===== config.mk =====
export PLATFORM = sky130hd
export DESIGN_NAME = scw_ctrl_words
export DESIGN_NICKNAME = d
export VERILOG_FILES = /design/src/scw_pkg.sv /design/src/scw_word_if.sv /design/src/scw_ctrl_words.sv /design/src/scw_serial_rx.sv
export SDC_FILE = /design/constraint.sdc
export NUM_CORES = 1
export LEC_CHECK = 0
export ABC_AREA = 1
export BUFFER_PORTS_ARGS = -buffer_cell sky130_fd_sc_hd__buf_2
export CORE_UTILIZATION = 45
export DETAILED_ROUTE_END_ITERATION = 6
export GPL_TIMING_DRIVEN = 0
export PLACE_DENSITY = 0.74
export SETUP_SLACK_MARGIN = 0.3
export SLEW_MARGIN = 30
export SYNTH_ARGS = -nofsm -noshare
export SYNTH_HDL_FRONTEND = slang
export SYNTH_SLANG_ARGS = --single-unit

===== constraint.sdc =====
create_clock -name i_clk -period 1.3 [get_ports i_clk]
set_input_delay 0.195 -clock i_clk [delete_from_list [all_inputs] [get_ports i_clk]]
set_output_delay 0.195 -clock i_clk [all_outputs]
set_load 0.01 [all_outputs]

===== src/scw_pkg.sv =====
// constants and types for the synthesizer control-word decoder
// Functional notes
// - a loaded word with address code 10b supplies IF detector polarity from bit 2.
// - polarity 0 selects negative oscillator gain, 1 selects positive gain.
// - if_control_word bits 4:3 form the two-bit synthesizer enable field.
// - enable field 00 keeps both RF and IF synthesizers enabled.
// - enable field 01 enables only the RF synthesizer.
// - enable field 10 enables only the IF synthesizer.
// - enable field 11 powers down both synthesizers.
// - if_control_word bits 21:5 give the 17-bit IF main divider.
// - a word with address code 11b goes to the RF fraction and divider.
// - rf_divider_word bits 9:2 give the RF fractional numerator, modulo up to 256.
// - rf_divider_word bits 21:10 give the RF main divider, 12 bits with 16/17.
// - with the 8/9 prescaler the RF main divider is an 11-bit ratio.
// - prescaler choice is bit 5 of word 01b: 0 is 8/9, 1 is 16/17.
package scw_pkg;

  localparam int          WORD_W        = 22;
  localparam logic [4:0]  BIT_CNT_FULL  = 5'h16;

  localparam int          ADDR_HI       = 1;
  localparam int          ADDR_LO       = 0;
  localparam logic [1:0]  CODE_PRESC    = 2'h1;
  localparam logic [1:0]  CODE_IF       = 2'h2;
  localparam logic [1:0]  CODE_RF       = 2'h3;

  localparam int          IF_POL_BIT    = 2;
  localparam int          EN_HI         = 4;
  localparam int          EN_LO         = 3;
  localparam int          IFN_HI        = 21;
  localparam int          IFN_LO        = 5;
  localparam int          FRAC_HI       = 9;
  localparam int          FRAC_LO       = 2;
  localparam int          RFN_HI        = 21;
  localparam int          RFN_LO        = 10;
  localparam int          RFN_NARROW_HI = 10;
  localparam int          PRESC_BIT     = 5;

  localparam logic [1:0]  EN_BOTH       = 2'h0;
  localparam logic [1:0]  EN_RF_ONLY    = 2'h1;
  localparam logic [1:0]  EN_IF_ONLY    = 2'h2;
  localparam logic [1:0]  EN_POWER_DOWN = 2'h3;

  localparam logic [2:0]  IDX_PRESC     = 3'h1;
  localparam logic [2:0]  IDX_IF        = 3'h2;
  localparam logic [2:0]  IDX_RF        = 3'h3;
  localparam logic [2:0]  IDX_STATUS    = 3'h4;
  localparam logic [2:0]  IDX_CTRL      = 3'h5;
  localparam logic [1:0]  BYTE_OFS_OK   = 2'h0;
  localparam logic [3:0]  BE_ALL        = 4'hF;

  localparam int          STS_IF_VALID  = 0;
  localparam int          STS_RF_VALID  = 1;
  localparam int          STS_PRESC_OK  = 2;
  localparam int          STS_PRESC     = 3;
  localparam int          STS_PD        = 4;
  localparam int          STS_RF_EN     = 5;
  localparam int          STS_IF_EN     = 6;
  localparam int          CTRL_LINK_EN  = 0;
  localparam logic        LINK_EN_RST   = 1'h1;

  typedef enum logic {
    BUS_IDLE = 1'b0,
    BUS_ACK  = 1'b1
  } scw_bus_state_t;

endpackage


===== src/scw_word_if.sv =====
// carrier for one received control word between link receiver and decoder
`timescale 1ns/1ps
`default_nettype none
interface scw_word_if;
  logic                        valid;
  logic [scw_pkg::WORD_W-1:0]  word;
  modport src (output valid, output word);
  modport dst (input valid, input word);
endinterface
`default_nettype wire


===== src/scw_ctrl_words.sv =====
// control-word decoder for words 01b, 10b and 11b with an Avalon-MM register port
//
// Local design decision: the Avalon-MM slave port.
`timescale 1ns/1ps
`default_nettype none
module scw_ctrl_words (
  input  wire logic         i_clk,
  input  wire logic         i_arst_n,
  input  wire logic [4:0]   i_address,
  input  wire logic         i_read,
  input  wire logic         i_write,
  input  wire logic [31:0]  i_writedata,
  input  wire logic [3:0]   i_byteenable,
  output logic      [31:0]  o_readdata,
  output logic              o_waitrequest,
  input  wire logic         i_link_clk,
  input  wire logic         i_link_data,
  input  wire logic         i_link_latch,
  output logic              o_if_detector_polarity,
  output logic              o_rf_synth_enable,
  output logic              o_if_synth_enable,
  output logic              o_power_down,
  output logic      [16:0]  o_if_main_divider,
  output logic      [7:0]   o_rf_fraction_numerator,
  output logic      [11:0]  o_rf_main_divider,
  output logic              o_rf_prescaler_select,
  output logic              o_if_word_valid,
  output logic              o_rf_word_valid
);
  import scw_pkg::*;

  scw_word_if rx_if ();

  // ---- bus slave state
  scw_bus_state_t     state_q, state_d;
  logic               wait_q, wait_d;
  logic [31:0]        rdata_q, rdata_d;
  logic               link_en_q, link_en_d;
  logic               req;
  logic               addr_ok;
  logic [2:0]         idx;
  logic               bus_wr;

  // ---- decoded fields
  logic               pol_q, pol_d;
  logic [1:0]         en_q, en_d;
  logic [16:0]        ifn_q, ifn_d;
  logic [7:0]         frac_q, frac_d;
  logic [11:0]        rfn_raw_q, rfn_raw_d;
  logic               presc_q, presc_d;
  logic               if_valid_q, if_valid_d;
  logic               rf_valid_q, rf_valid_d;
  logic               presc_ok_q, presc_ok_d;

  // ---- registered outputs
  logic               rf_en_q, rf_en_d;
  logic               if_en_q, if_en_d;
  logic               pd_q, pd_d;
  logic [11:0]        rfn_eff_q, rfn_eff_d;
  logic               pol_out_q, pol_out_d;

  // ---- word load path
  logic               load;
  logic [WORD_W-1:0]  load_word;

  scw_serial_rx u_rx (
    .i_clk         (i_clk),
    .i_arst_n      (i_arst_n),
    .i_link_clk    (i_link_clk),
    .i_link_data   (i_link_data),
    .i_link_latch  (i_link_latch),
    .i_link_enable (link_en_q),
    .word_if       (rx_if)
  );

  assign req     = i_read | i_write;
  assign idx     = i_address[4:2];
  assign addr_ok = (i_address[1:0] == BYTE_OFS_OK);
  assign bus_wr  = i_write && (state_q == BUS_ACK) && addr_ok && (i_byteenable == BE_ALL);

  // ---- bus handshake: waitrequest drops one cycle after the request
  always_comb begin
    state_d   = BUS_IDLE;
    rdata_d   = rdata_q;
    link_en_d = link_en_q;
    if (req && state_q == BUS_IDLE) begin
      state_d = BUS_ACK;
      rdata_d = 32'h0;
      if (i_read && addr_ok) begin
        unique case (idx)
          IDX_STATUS: begin
            rdata_d[STS_IF_VALID] = if_valid_q;
            rdata_d[STS_RF_VALID] = rf_valid_q;
            rdata_d[STS_PRESC_OK] = presc_ok_q;
            rdata_d[STS_PRESC]    = presc_q;
            rdata_d[STS_PD]       = pd_q;
            rdata_d[STS_RF_EN]    = rf_en_q;
            rdata_d[STS_IF_EN]    = if_en_q;
          end
          IDX_CTRL: begin
            rdata_d[CTRL_LINK_EN] = link_en_q;
          end
          default: begin
            rdata_d = 32'h0;
          end
        endcase
      end
    end
    if (bus_wr && idx == IDX_CTRL) begin
      link_en_d = i_writedata[CTRL_LINK_EN];
    end
    wait_d = (state_d != BUS_ACK);
  end

  always_ff @(posedge i_clk or negedge i_arst_n) begin
    if (!i_arst_n) begin
      state_q   <= BUS_IDLE;
      wait_q    <= 1'b1;
      rdata_q   <= 32'h0;
      link_en_q <= LINK_EN_RST;
    end else begin
      state_q   <= state_d;
      wait_q    <= wait_d;
      rdata_q   <= rdata_d;
      link_en_q <= link_en_d;
    end
  end

  // ---- word source: a serial word wins over a bus write in the same cycle
  always_comb begin
    load      = 1'b0;
    load_word = '0;
    if (rx_if.valid) begin
      load      = 1'b1;
      load_word = rx_if.word;
    end else if (bus_wr && (idx == IDX_PRESC || idx == IDX_IF || idx == IDX_RF)) begin
      load      = 1'b1;
      load_word = {i_writedata[WORD_W-1:ADDR_HI+1], idx[ADDR_HI:ADDR_LO]};
    end
  end

  // ---- field decode by the word's own address code
  always_comb begin
    pol_d      = pol_q;
    en_d       = en_q;
    ifn_d      = ifn_q;
    frac_d     = frac_q;
    rfn_raw_d  = rfn_raw_q;
    presc_d    = presc_q;
    if_valid_d = if_valid_q;
    rf_valid_d = rf_valid_q;
    presc_ok_d = presc_ok_q;
    if (load) begin
      unique case (load_word[ADDR_HI:ADDR_LO])
        CODE_PRESC: begin
          presc_d    = load_word[PRESC_BIT];
          presc_ok_d = 1'b1;
        end
        CODE_IF: begin
          pol_d      = load_word[IF_POL_BIT];
          en_d       = load_word[EN_HI:EN_LO];
          ifn_d      = load_word[IFN_HI:IFN_LO];
          if_valid_d = 1'b1;
        end
        CODE_RF: begin
          frac_d     = load_word[FRAC_HI:FRAC_LO];
          rfn_raw_d  = load_word[RFN_HI:RFN_LO];
          rf_valid_d = 1'b1;
        end
        default: begin
          presc_ok_d = presc_ok_q;
        end
      endcase
    end
  end

  always_ff @(posedge i_clk or negedge i_arst_n) begin
    if (!i_arst_n) begin
      pol_q      <= 1'b0;
      en_q       <= EN_BOTH;
      ifn_q      <= 17'h0;
      frac_q     <= 8'h0;
      rfn_raw_q  <= 12'h0;
      presc_q    <= 1'b0;
      if_valid_q <= 1'b0;
      rf_valid_q <= 1'b0;
      presc_ok_q <= 1'b0;
    end else begin
      pol_q      <= pol_d;
      en_q       <= en_d;
      ifn_q      <= ifn_d;
      frac_q     <= frac_d;
      rfn_raw_q  <= rfn_raw_d;
      presc_q    <= presc_d;
      if_valid_q <= if_valid_d;
      rf_valid_q <= rf_valid_d;
      presc_ok_q <= presc_ok_d;
    end
  end

  // ---- derived controls; unwritten words leave everything inactive
  always_comb begin
    rf_en_d   = 1'b0;
    if_en_d   = 1'b0;
    pd_d      = 1'b0;
    pol_out_d = 1'b0;
    rfn_eff_d = 12'h0;
    if (if_valid_q) begin
      pol_out_d = pol_q;
      unique case (en_q)
        EN_BOTH: begin
          rf_en_d = 1'b1;
          if_en_d = 1'b1;
        end
        EN_RF_ONLY: begin
          rf_en_d = 1'b1;
        end
        EN_IF_ONLY: begin
          if_en_d = 1'b1;
        end
        EN_POWER_DOWN: begin
          pd_d = 1'b1;
        end
      endcase
    end
    if (rf_valid_q) begin
      if (presc_q) begin
        rfn_eff_d = rfn_raw_q;
      end else begin
        rfn_eff_d = {1'b0, rfn_raw_q[RFN_NARROW_HI:0]};
      end
    end
  end

  always_ff @(posedge i_clk or negedge i_arst_n) begin
    if (!i_arst_n) begin
      rf_en_q   <= 1'b0;
      if_en_q   <= 1'b0;
      pd_q      <= 1'b0;
      pol_out_q <= 1'b0;
      rfn_eff_q <= 12'h0;
    end else begin
      rf_en_q   <= rf_en_d;
      if_en_q   <= if_en_d;
      pd_q      <= pd_d;
      pol_out_q <= pol_out_d;
      rfn_eff_q <= rfn_eff_d;
    end
  end

  assign o_readdata              = rdata_q;
  assign o_waitrequest           = wait_q;
  assign o_if_detector_polarity  = pol_out_q;
  assign o_rf_synth_enable       = rf_en_q;
  assign o_if_synth_enable       = if_en_q;
  assign o_power_down            = pd_q;
  assign o_if_main_divider       = ifn_q;
  assign o_rf_fraction_numerator = frac_q;
  assign o_rf_main_divider       = rfn_eff_q;
  assign o_rf_prescaler_select   = presc_q;
  assign o_if_word_valid         = if_valid_q;
  assign o_rf_word_valid         = rf_valid_q;
endmodule
`default_nettype wire


===== src/scw_serial_rx.sv =====
// three-wire link receiver: synchronises pins, shifts bits, emits latched words
`timescale 1ns/1ps
`default_nettype none
module scw_serial_rx (
  input  wire logic  i_clk,
  input  wire logic  i_arst_n,
  input  wire logic  i_link_clk,
  input  wire logic  i_link_data,
  input  wire logic  i_link_latch,
  input  wire logic  i_link_enable,
  scw_word_if.src    word_if
);
  import scw_pkg::*;

  logic [2:0]         clk_s_q;
  logic [2:0]         le_s_q;
  logic [1:0]         dat_s_q;
  logic [WORD_W-1:0]  shift_q, shift_d;
  logic [4:0]         cnt_q, cnt_d;
  logic               valid_q, valid_d;
  logic [WORD_W-1:0]  word_q, word_d;
  logic               clk_rise;
  logic               le_rise;

  // two-flop synchronisers plus one edge-history stage
  always_ff @(posedge i_clk or negedge i_arst_n) begin
    if (!i_arst_n) begin
      clk_s_q <= 3'h0;
      le_s_q  <= 3'h0;
      dat_s_q <= 2'h0;
    end else begin
      clk_s_q <= {clk_s_q[1:0], i_link_clk};
      le_s_q  <= {le_s_q[1:0], i_link_latch};
      dat_s_q <= {dat_s_q[0], i_link_data};
    end
  end

  assign clk_rise = clk_s_q[1] & ~clk_s_q[2];
  assign le_rise  = le_s_q[1] & ~le_s_q[2];

  always_comb begin
    shift_d = shift_q;
    cnt_d   = cnt_q;
    valid_d = 1'b0;
    word_d  = word_q;
    if (clk_rise) begin
      shift_d = {shift_q[WORD_W-2:0], dat_s_q[1]};
      if (cnt_q != BIT_CNT_FULL) begin
        cnt_d = cnt_q + 5'h1;
      end
    end
    // a latch after a short frame is discarded; the word is one 22-bit unit
    if (le_rise) begin
      cnt_d = 5'h0;
      if (i_link_enable && cnt_q == BIT_CNT_FULL) begin
        valid_d = 1'b1;
        word_d  = shift_q;
      end
    end
  end

  always_ff @(posedge i_clk or negedge i_arst_n) begin
    if (!i_arst_n) begin
      shift_q <= '0;
      cnt_q   <= 5'h0;
      valid_q <= 1'b0;
      word_q  <= '0;
    end else begin
      shift_q <= shift_d;
      cnt_q   <= cnt_d;
      valid_q <= valid_d;
      word_q  <= word_d;
    end
  end

  assign word_if.valid = valid_q;
  assign word_if.word  = word_q;
endmodule
`default_nettype wire


* Word-level counts from Yosys, hierarchy flattened
Index checks and enable logic that the tools add are counted.
** Cells by class
- Add/subtract/negate cells :: 1
- Reductions and logical operators :: 21
- Equality and inequality tests :: 14
- Bitwise logic cells :: 7
- Mux-type cells :: 22
** Operators by type and width (count)
- 22-bit two-way mux :: 2
- 12-bit two-way mux :: 2
- 5-bit two-way mux :: 3
- 1-bit two-way mux :: 12
- 2-bit AND reduction :: 5
- 2-bit == test, second input constant :: 4
- 1-bit logical AND :: 8
- 7-bit two-way mux :: 1
- 3-bit by 2-bit == test with 1-bit output, second input constant :: 2
- 3-bit == test, second input constant :: 2
- 6-bit two-way mux :: 1
- 5-bit by 1-bit adder with 5-bit output, second input constant :: 1
- 5-bit == test, second input constant :: 1
- 5-bit inequality test, second input constant :: 1
- 2-bit by 1-bit == test with 1-bit output, second input constant :: 2
- 4-bit == test, second input constant :: 1
- 2-bit zero test :: 2
- 1-bit NOT :: 4
- 2-bit nonzero test :: 2
- 2-bit OR reduction :: 2
- 3-bit by 1-bit == test with 1-bit output, second input constant :: 1
- 1-bit bitwise AND :: 2
- 1-bit logical OR :: 2
- 1-bit case mux with 2 select lines :: 1
- 1-bit OR :: 1
** Storage, ports and cells
- Bits in registers :: 153
- Output and inout port bits :: 77
- Logic and storage cells :: 90

* Logic depth before layout (Yosys ltp)
Gate-level depths: netlist of run 1.
- Depth after elaboration :: 8
- Gate-level depth with buffers :: 10
- Mapped depth without buffers :: 9

* Modules after synthesis
Synthesis of run 1 repeated with hierarchy kept, for this count alone.
** Unflattened totals
- Cells, all modules :: 625
- Area total of the unflattened synthesis :: 5544.1 µm²
** By module, submodules not included
- scw_ctrl_words :: cells an instance 395, seq. area each 1754.2 µm², times used 1, area each 3316.9 µm²
- scw_serial_rx :: cells an instance 230, seq. area each 1451.4 µm², times used 1, area each 2227.1 µm²

* Worst setup path before layout of run 1
OpenSTA, ideal clock, no wires.
- Kind :: reg2reg
- Start point :: reg u_rx.cnt_q[0]
- End point :: reg u_rx.word_q[0] (netlist: u_rx.word_if.word[0])
- Slack :: -0.124 ns
- Required time :: 1.170 ns
- Path buffers :: 1
- Stages on the path, launching flop included :: 9
- Data arrival time :: 1.293 ns
- Path through :: dfrtp_1 > inv_1 > ha_1 > nand4_1 > nor2_1 > nand2_1 > clkbuf_1 > nand2_1 > o21ai_0
** Between the ends
- Word-level cells in the longest chain between the ends :: 3
** Ends and longest elaborated chain
- from (decl) :: line scw_serial_rx.sv:19 : logic [4:0] cnt_q, cnt_d;
- from (signal assigned) :: line scw_serial_rx.sv:70 : cnt_q <= cnt_d;
- 5-bit == test :: line scw_serial_rx.sv:55 : if (i_link_enable && cnt_q == BIT_CNT_FULL) begin
- 1-bit logical AND :: line scw_serial_rx.sv:55
- 2-bit AND reduction (no source line)
- to (signal assigned) :: line scw_serial_rx.sv:72 : word_q <= word_d;
- to (decl) :: line scw_serial_rx.sv:21 : logic [WORD_W-1:0] word_q, word_d;
No other way between the ends.
A chain may end at the register's enable or synchronous reset.

* Worst setup path in the final report of run 1
Same ends and word-level chain as after synthesis.

==> flow_metrics.env, run 1 <==
export IMPL_crit_type="flip-flop to flip-flop"
export IMPL_seqPwrFrac_pct=45.0
export IMPL_end_kind="flip-flop"
export IMPL_clock_latency_ps=430
export IMPL_antenna_found_initial=0
export IMPL_viasPerCell=5.09
export IMPL_synth_area_leaders="dfrtp_1 59%, nand2_1 15%, o21ai_0 6.5%, nand3_1 4.4%, buf_4 3.5%"
export IMPL_initial_core_util_pct=46.4
export IMPL_numClockSinks=128
export IMPL_dr_wl_met2_um=8620
export IMPL_fp_dieH_um=111
export IMPL_wl_met3_um=819
export IMPL_fin_crit_sh_pct=121
export IMPL_placed_area_um2=6200
export IMPL_slew_viol_final=0
export IMPL_dieArea_um2=12300
export IMPL_grt_max_degree=92
export IMPL_dpl_hpwl_um=8700
export IMPL_clk_pin_slew_ps=60
export IMPL_syn_area_um2=5330
export IMPL_synth_distinct_cells=25
export IMPL_yosysSeqAreaShare_pct=60.2
export IMPL_grt_setup_unrepaired="true"
export IMPL_startpoint_type="flip-flop"
export IMPL_p_sw_w=0.00236
export IMPL_finalHoldViolCount=0
export IMPL_setup_viol=72
export IMPL_numCtsBuffers=17
export IMPL_clockBufferDepth=2
export IMPL_async_flop_share_pct=100
export IMPL_vias=4903
export IMPL_violations="negative setup slack"
export IMPL_hp_class="primary input to flip-flop"
export IMPL_register_area_um2=3210
export IMPL_syn2layout_area_growth_pct=54.1
export IMPL_fin_ws_ps=-275
export IMPL_core_area_um2=11500
export IMPL_status="complete, but fails checks"
export IMPL_synth_seq_cells=128
export IMPL_synth_edf_count=0
export IMPL_cts_root_buf="clkbuf_16"
export IMPL_grt_pass1_vias=4855
export IMPL_clock_fmax_mhz=635
export IMPL_post_synth_top_count_cell="nand2_1"
export IMPL_htree_levels=4
export IMPL_synthFlopType="dfrtp_1"
export IMPL_arrival_ps=1920
export IMPL_antennaDiodeCount=0
export IMPL_swShare_pct=25.0
export IMPL_synth_top_area_cell="dfrtp_1"
export IMPL_io_pins=125
export IMPL_p_leak_nw=4.08
export IMPL_post_drt_wl_per_cell_um=16.5
export IMPL_wl_met1_um=5940
export IMPL_yosysTopAreaCellShare_pct=59.2
export IMPL_finish_utilization_pct=71.6
export IMPL_rows=39
export IMPL_io_buffers=88
export IMPL_yosysWarnings=0
export IMPL_nets=858
export IMPL_drc_errors=0
export IMPL_maxCapViolations=0
export IMPL_routed_wl_um=16000
export IMPL_layout_min_cycle_time_ps=1570
export IMPL_power_internal_w=0.00708
export IMPL_synth_avg_cell_area_um2=8.85
export IMPL_place_congestion=0.846
export IMPL_clock_skew_final_ps=7.05
export IMPL_highest_layer="met4"
export IMPL_grt_overflow_total=0
export IMPL_final_cell_area_um2=8210
export IMPL_cp_required_ps=1640
export IMPL_yosys_top_cells_count="219 x nand2_1, 126 x dfrtp_1, 69 x o21ai_0, 49 x inv_1, 47 x nand3_1"
export IMPL_fp_dieW_um=111
export IMPL_cp_max_fo=8
export IMPL_multi_input_area_um2=2360
export IMPL_first_iter_violations=347
export IMPL_detail_route_antenna_nets=0
export IMPL_vdd_ir_drop_max_uv=711
export IMPL_drive_gt1_share_pct=46.8
export IMPL_cts_tree="done"
export IMPL_grt_total_usage_pct=24.7
export IMPL_synthCells=602
export IMPL_power_frac_comb_pct=9.7
export IMPL_clkPwrFrac_pct=45.3
export IMPL_grt_pass1_wl_um=23600
export IMPL_dr_pass1_iters=5
export IMPL_num_fill_cells=760
export IMPL_power_density_nw_per_um2=1150
registers in the layout, indices dropped and copies added, names as in the netlist, 3 cells and up:
register and count:
o_rf_main_divider 12, o_readdata 7, u_rx.shift_q 22, u_rx.word_if.word 22, o_rf_fraction_numerator 8, rfn_raw_q 12, o_if_main_divider 17, u_rx.cnt_q 5
u_rx.clk_s_q 3, u_rx.le_s_q 3
per-layer routing:
layer	vias to the layer above	GRT usage (%)
met3	55	6.67
met2	197	44.0
met4	0	11.8
met1	2373	27.4
li1	2278	-
met5	-	0
critical path, stage by stage (launching register included):
cell	delay (ps)
dfrtp_1	390
inv_2	80
ha_4	120
nand4_1	140
nor2_2	240
nand2_4	160
clkbuf_8	200
o21ai_1	150
cells in the final DEF, fill, tap and decap left out, types with 2 or more instances in the layout:
| cell type | count |
|---|---|
| nand3_1 | 35 |
| buf_6 | 29 |
| nand2_4 | 19 |
| o21ai_1 | 32 |
| buf_8 | 14 |
| buf_12 | 4 |
| buf_2 | 85 |
| clkbuf_1 | 7 |
| o31ai_4 | 2 |
| inv_1 | 43 |
| dfstp_2 | 2 |
| conb_1 | 25 |
| nand4_1 | 2 |
| nand3_2 | 12 |
| buf_4 | 65 |
| nand2_2 | 50 |
| o21ai_4 | 4 |
| clkbuf_16 | 19 |
| dfrtp_1 | 125 |
| nor2_1 | 10 |
| nand2_1 | 150 |
| clkinvlp_4 | 3 |
| clkinv_2 | 2 |
| nor2_4 | 3 |
| a21oi_2 | 2 |
| o21ai_2 | 35 |
| inv_2 | 5 |
| dlygate4sd3_1 | 5 |
| nor2_2 | 4 |
| clkbuf_8 | 7 |
| clkinv_4 | 3 |
final cells by class:
class / instances / area share, %
flip-flops and latches: 128 / 39.1
well taps: 143 / 2.18
plain buffers: 53 / 5.96
repair buffers: 161 / 15.3
clock buffers: 24 / 5.75
clock inverters: 8 / 0.716
inverters: 49 / 2.27
multi-input cells: 398 / 28.8
power groups by stage:
stage          clock, W  sequential (W)  combinational (W)
2_1_floorplan         0         0.00427           0.000303
3_3_place_gp          0         0.00427           0.000503
3_5_place_dp          0         0.00428           0.000536
4_1_cts         0.00428         0.00422           0.000743
5_1_grt         0.00450         0.00426           0.000988
6_report        0.00427         0.00425           0.000917
stage by stage:
step	setup TNS, ps	total power, W	setup WS, ps	std cells	hold slack (ps)
2_1_floorplan	-2010	0.00457	-55.8	626	-101
3_3_place_gp	-203250	0.00478	-1500	857	303
3_5_place_dp	-15880	0.00482	-322	858	89.8
4_1_cts	-8830	0.00924	-192	949	118
5_1_grt	-18970	0.00975	-341	964	129
6_report	-13890	0.00944	-275	964	120
final timing paths:
check	startpoint	to	slack, ps	cells after the start
setup / recovery	u_rx.cnt_q[0]	u_rx.word_if.word[0]	-270	7
hold / removal	i_read	state_q	120	3
setup reg to reg	u_rx.cnt_q[0]	u_rx.word_if.word[0]	-270	7
hold reg to reg	u_rx.clk_s_q[0]	u_rx.clk_s_q[1]	350	0
max in group asynchronous	i_arst_n	u_rx.word_if.word[3]	470	3
min in group asynchronous	i_arst_n	u_rx.cnt_q[0]	240	2
logic make-up after synthesis:
logic type                 synth area share, %
AOI/OAI and AO/OA                         7.96
and+or+nand+nor                           21.8
adders and majority gates                0.470
DFF                                       60.2
other                                   0.0704
xor gates and xnor gates                 0.164
buffers and inverters                     9.30
repair_timing:
| action | CTS | global route |
|---|---|---|
| endpoints found under the setup margin | 154 | 248 |
| pin swaps | 21 | 20 |
| hold buffers | 5 | 0 |
| gates resized for setup | 168 | 138 |
| hold endpoints to repair | 41 | 0 |
| gates cloned | 16 | 1 |
| setup buffers | 38 | 14 |
(Power assumes the default switching activity.)
==> inputs of run 2 (changes only) <==
Settings changed: CELL_PAD_IN_SITES_DETAIL_PLACEMENT from default to 1, CELL_PAD_IN_SITES_GLOBAL_PLACEMENT from default to 2, CORE_UTILIZATION 45 to 28, PLACE_DENSITY 0.74 to 0.77.
==> run 2 against run 1 <==
Net effect:
- the flow finishes with violations (negative hold slack, negative setup slack)
- die area grew 59%
- final cell count grew 11%
- fmax shrank 3.0%
- clock-buffer cell count shrank 4
- hold slack lost 450 ps
- critical endpoint is now u_rx.word_if.word[18]
==> flow_metrics.env, run 2 (synthesis results as in run 1) <==
export IMPL_first_iter_violations=158
export IMPL_clk_pin_slew_ps=60
export IMPL_dpl_hpwl_um=10500
export IMPL_cp_required_ps=1600
export IMPL_drive_gt1_share_pct=54.6
export IMPL_final_common_cell="nand2_1"
export IMPL_critical_path_max_stage_delay_ps=390
export IMPL_vias=4828
export IMPL_grt_total_usage_pct=18.5
export IMPL_end_kind="flip-flop"
export IMPL_vdd_ir_drop_max_uv=673
export IMPL_clockBufferDepth=2
export IMPL_critical_path_top_delay_family="simple AND/OR/NAND/NOR gates"
export IMPL_core_area_um2=18700
export IMPL_drc_errors=0
export IMPL_nets=869
export IMPL_io_buffers=88
export IMPL_grt_setup_unrepaired="true"
export IMPL_p_leak_nw=4.30
export IMPL_crit_type="flip-flop to flip-flop"
export IMPL_fin_crit_sh_pct=125
export IMPL_cts_root_buf="clkbuf_16"
export IMPL_status="complete, but fails checks"
export IMPL_hp_class="primary input to async pin"
export IMPL_violations="negative hold slack, negative setup slack"
export IMPL_clock_skew_final_ps=13.6
export IMPL_numClockSinks=128
export IMPL_mostFrequentLayoutCells="128 x nand2_1, 125 x dfrtp_1, 82 x buf_2"
export IMPL_dieArea_um2=19600
export IMPL_path_buf_inv=3
export IMPL_fin_hold_ws_ps=-330
export IMPL_initial_core_util_pct=28.5
export IMPL_power_density_nw_per_um2=1150
export IMPL_multi_input_area_um2=2710
export IMPL_slowest_stage="dfrtp_1"
export IMPL_detail_route_antenna_nets=0
export IMPL_clock_fmax_mhz=616
export IMPL_cp_max_fo=6
export IMPL_arrival_ps=1930
export IMPL_antennaDiodeCount=0
export IMPL_fp_dieH_um=140
export IMPL_layout_min_cycle_time_ps=1620
export IMPL_finish_utilization_pct=47.9
export IMPL_path_cells="inv_2 > ha_4 > nand4_1 > buf_4 > nor2_4 > nand2_4 > buf_8 > nand2_2 > o21ai_1"
export IMPL_io_pins=125
export IMPL_antenna_found_initial=0
export IMPL_power_total_w=0.0103
export IMPL_num_fill_cells=2076
export IMPL_slew_viol_final=0
export IMPL_fp_dieW_um=140
export IMPL_viasPerCell=4.53
export IMPL_fin_ws_ps=-323
export IMPL_setup_viol=72
export IMPL_post_drt_wl_per_cell_um=17.0
export IMPL_clock_latency_ps=430
export IMPL_place_congestion=0.782
export IMPL_syn2layout_area_growth_pct=68.3
export IMPL_register_area_um2=3210
export IMPL_htree_levels=4
export IMPL_grt_pass1_vias=5294
export IMPL_cts_tree="done"
export IMPL_dr_pass1_iters=4
export IMPL_startpoint_type="flip-flop"
export IMPL_maxCapViolations=0
export IMPL_finalHoldViolCount=53
export IMPL_routed_wl_um=18100
export IMPL_grt_max_degree=74
export IMPL_grt_overflow_total=0
export IMPL_hold_buffers=4
export IMPL_numCtsBuffers=17
export IMPL_grt_pass1_wl_um=27800
export IMPL_rows=50
[run 2: final cells by class]
type	instances	area share [%]
Sequential cell	128	35.8
Multi-Input combinational cell	398	30.3
Timing Repair Buffer	172	15.5
Buffer	53	6.04
Clock buffer	20	5.09
Tap cell	234	3.27
Inverter	49	2.05
Clock inverter	12	2.02
[run 2: where the power goes]
part           internal [W]  switching (W)  total (W)
combinational      0.000369       0.000488   0.000857
clock               0.00332        0.00188    0.00520
sequential          0.00413       0.000124    0.00426
total               0.00782        0.00249     0.0103
[run 2: metrics by stage]
| step | hold WS, ps | TNS (ps) | cell area, um^2 | instances | worst slack [ps] |
|---|---|---|---|---|---|
| detailed placement | 145 | -19510 | 6310 | 949 | -403 |
| CTS | -310 | -14480 | 8270 | 1051 | -254 |
| global placement | 308 | -218120 | 6270 | 948 | -1600 |
| floorplan | -101 | -2010 | 5540 | 626 | -55.8 |
| finish | -330 | -17090 | 8970 | 1066 | -323 |
| global route | -297 | -21440 | 8970 | 1066 | -377 |
[run 2: worst register-to-register path, cell delays in order (launching register included)]
cell and delay, ps:
dfrtp_1 390, inv_2 80, ha_4 120, nand4_1 110, buf_4 180, nor2_4 170, nand2_4 140, buf_8 190
nand2_2 50, o21ai_1 60
[run 2: routing by layer]
metal  vias up  part of all wire [%]  track usage [%]
met5         -                     0                0
met4         0                   2.1             8.21
met3        28                   2.4             3.01
met2        87                    57             34.6
met1      2421                    39             20.5
li1       2292                     -                -
[run 2: timing repair]
action | in CTS | in global routing
cloned | 19 | 2
pin swaps | 36 | 37
endpoints found under the hold margin | 57 | 53
resized for setup | 245 | 154
endpoints found under the setup margin | 153 | 154
buffers inserted | 47 | 13
[run 2: path summary, 6_finish.rpt]
check | from | endpoint | slack (ps) | cells after the start
setup / recovery | u_rx.cnt_q[0] | u_rx.word_if.word[18] | -320 | 9
hold / removal | i_arst_n | u_rx.cnt_q[1] | -330 | 1
setup reg to reg | u_rx.cnt_q[0] | u_rx.word_if.word[18] | -320 | 9
hold reg to reg | u_rx.dat_s_q[0] | u_rx.dat_s_q[1] | 350 | 0
max in group asynchronous | i_arst_n | u_rx.shift_q[6] | 910 | 2
min in group i_clk | i_read | o_waitrequest | 110 | 3
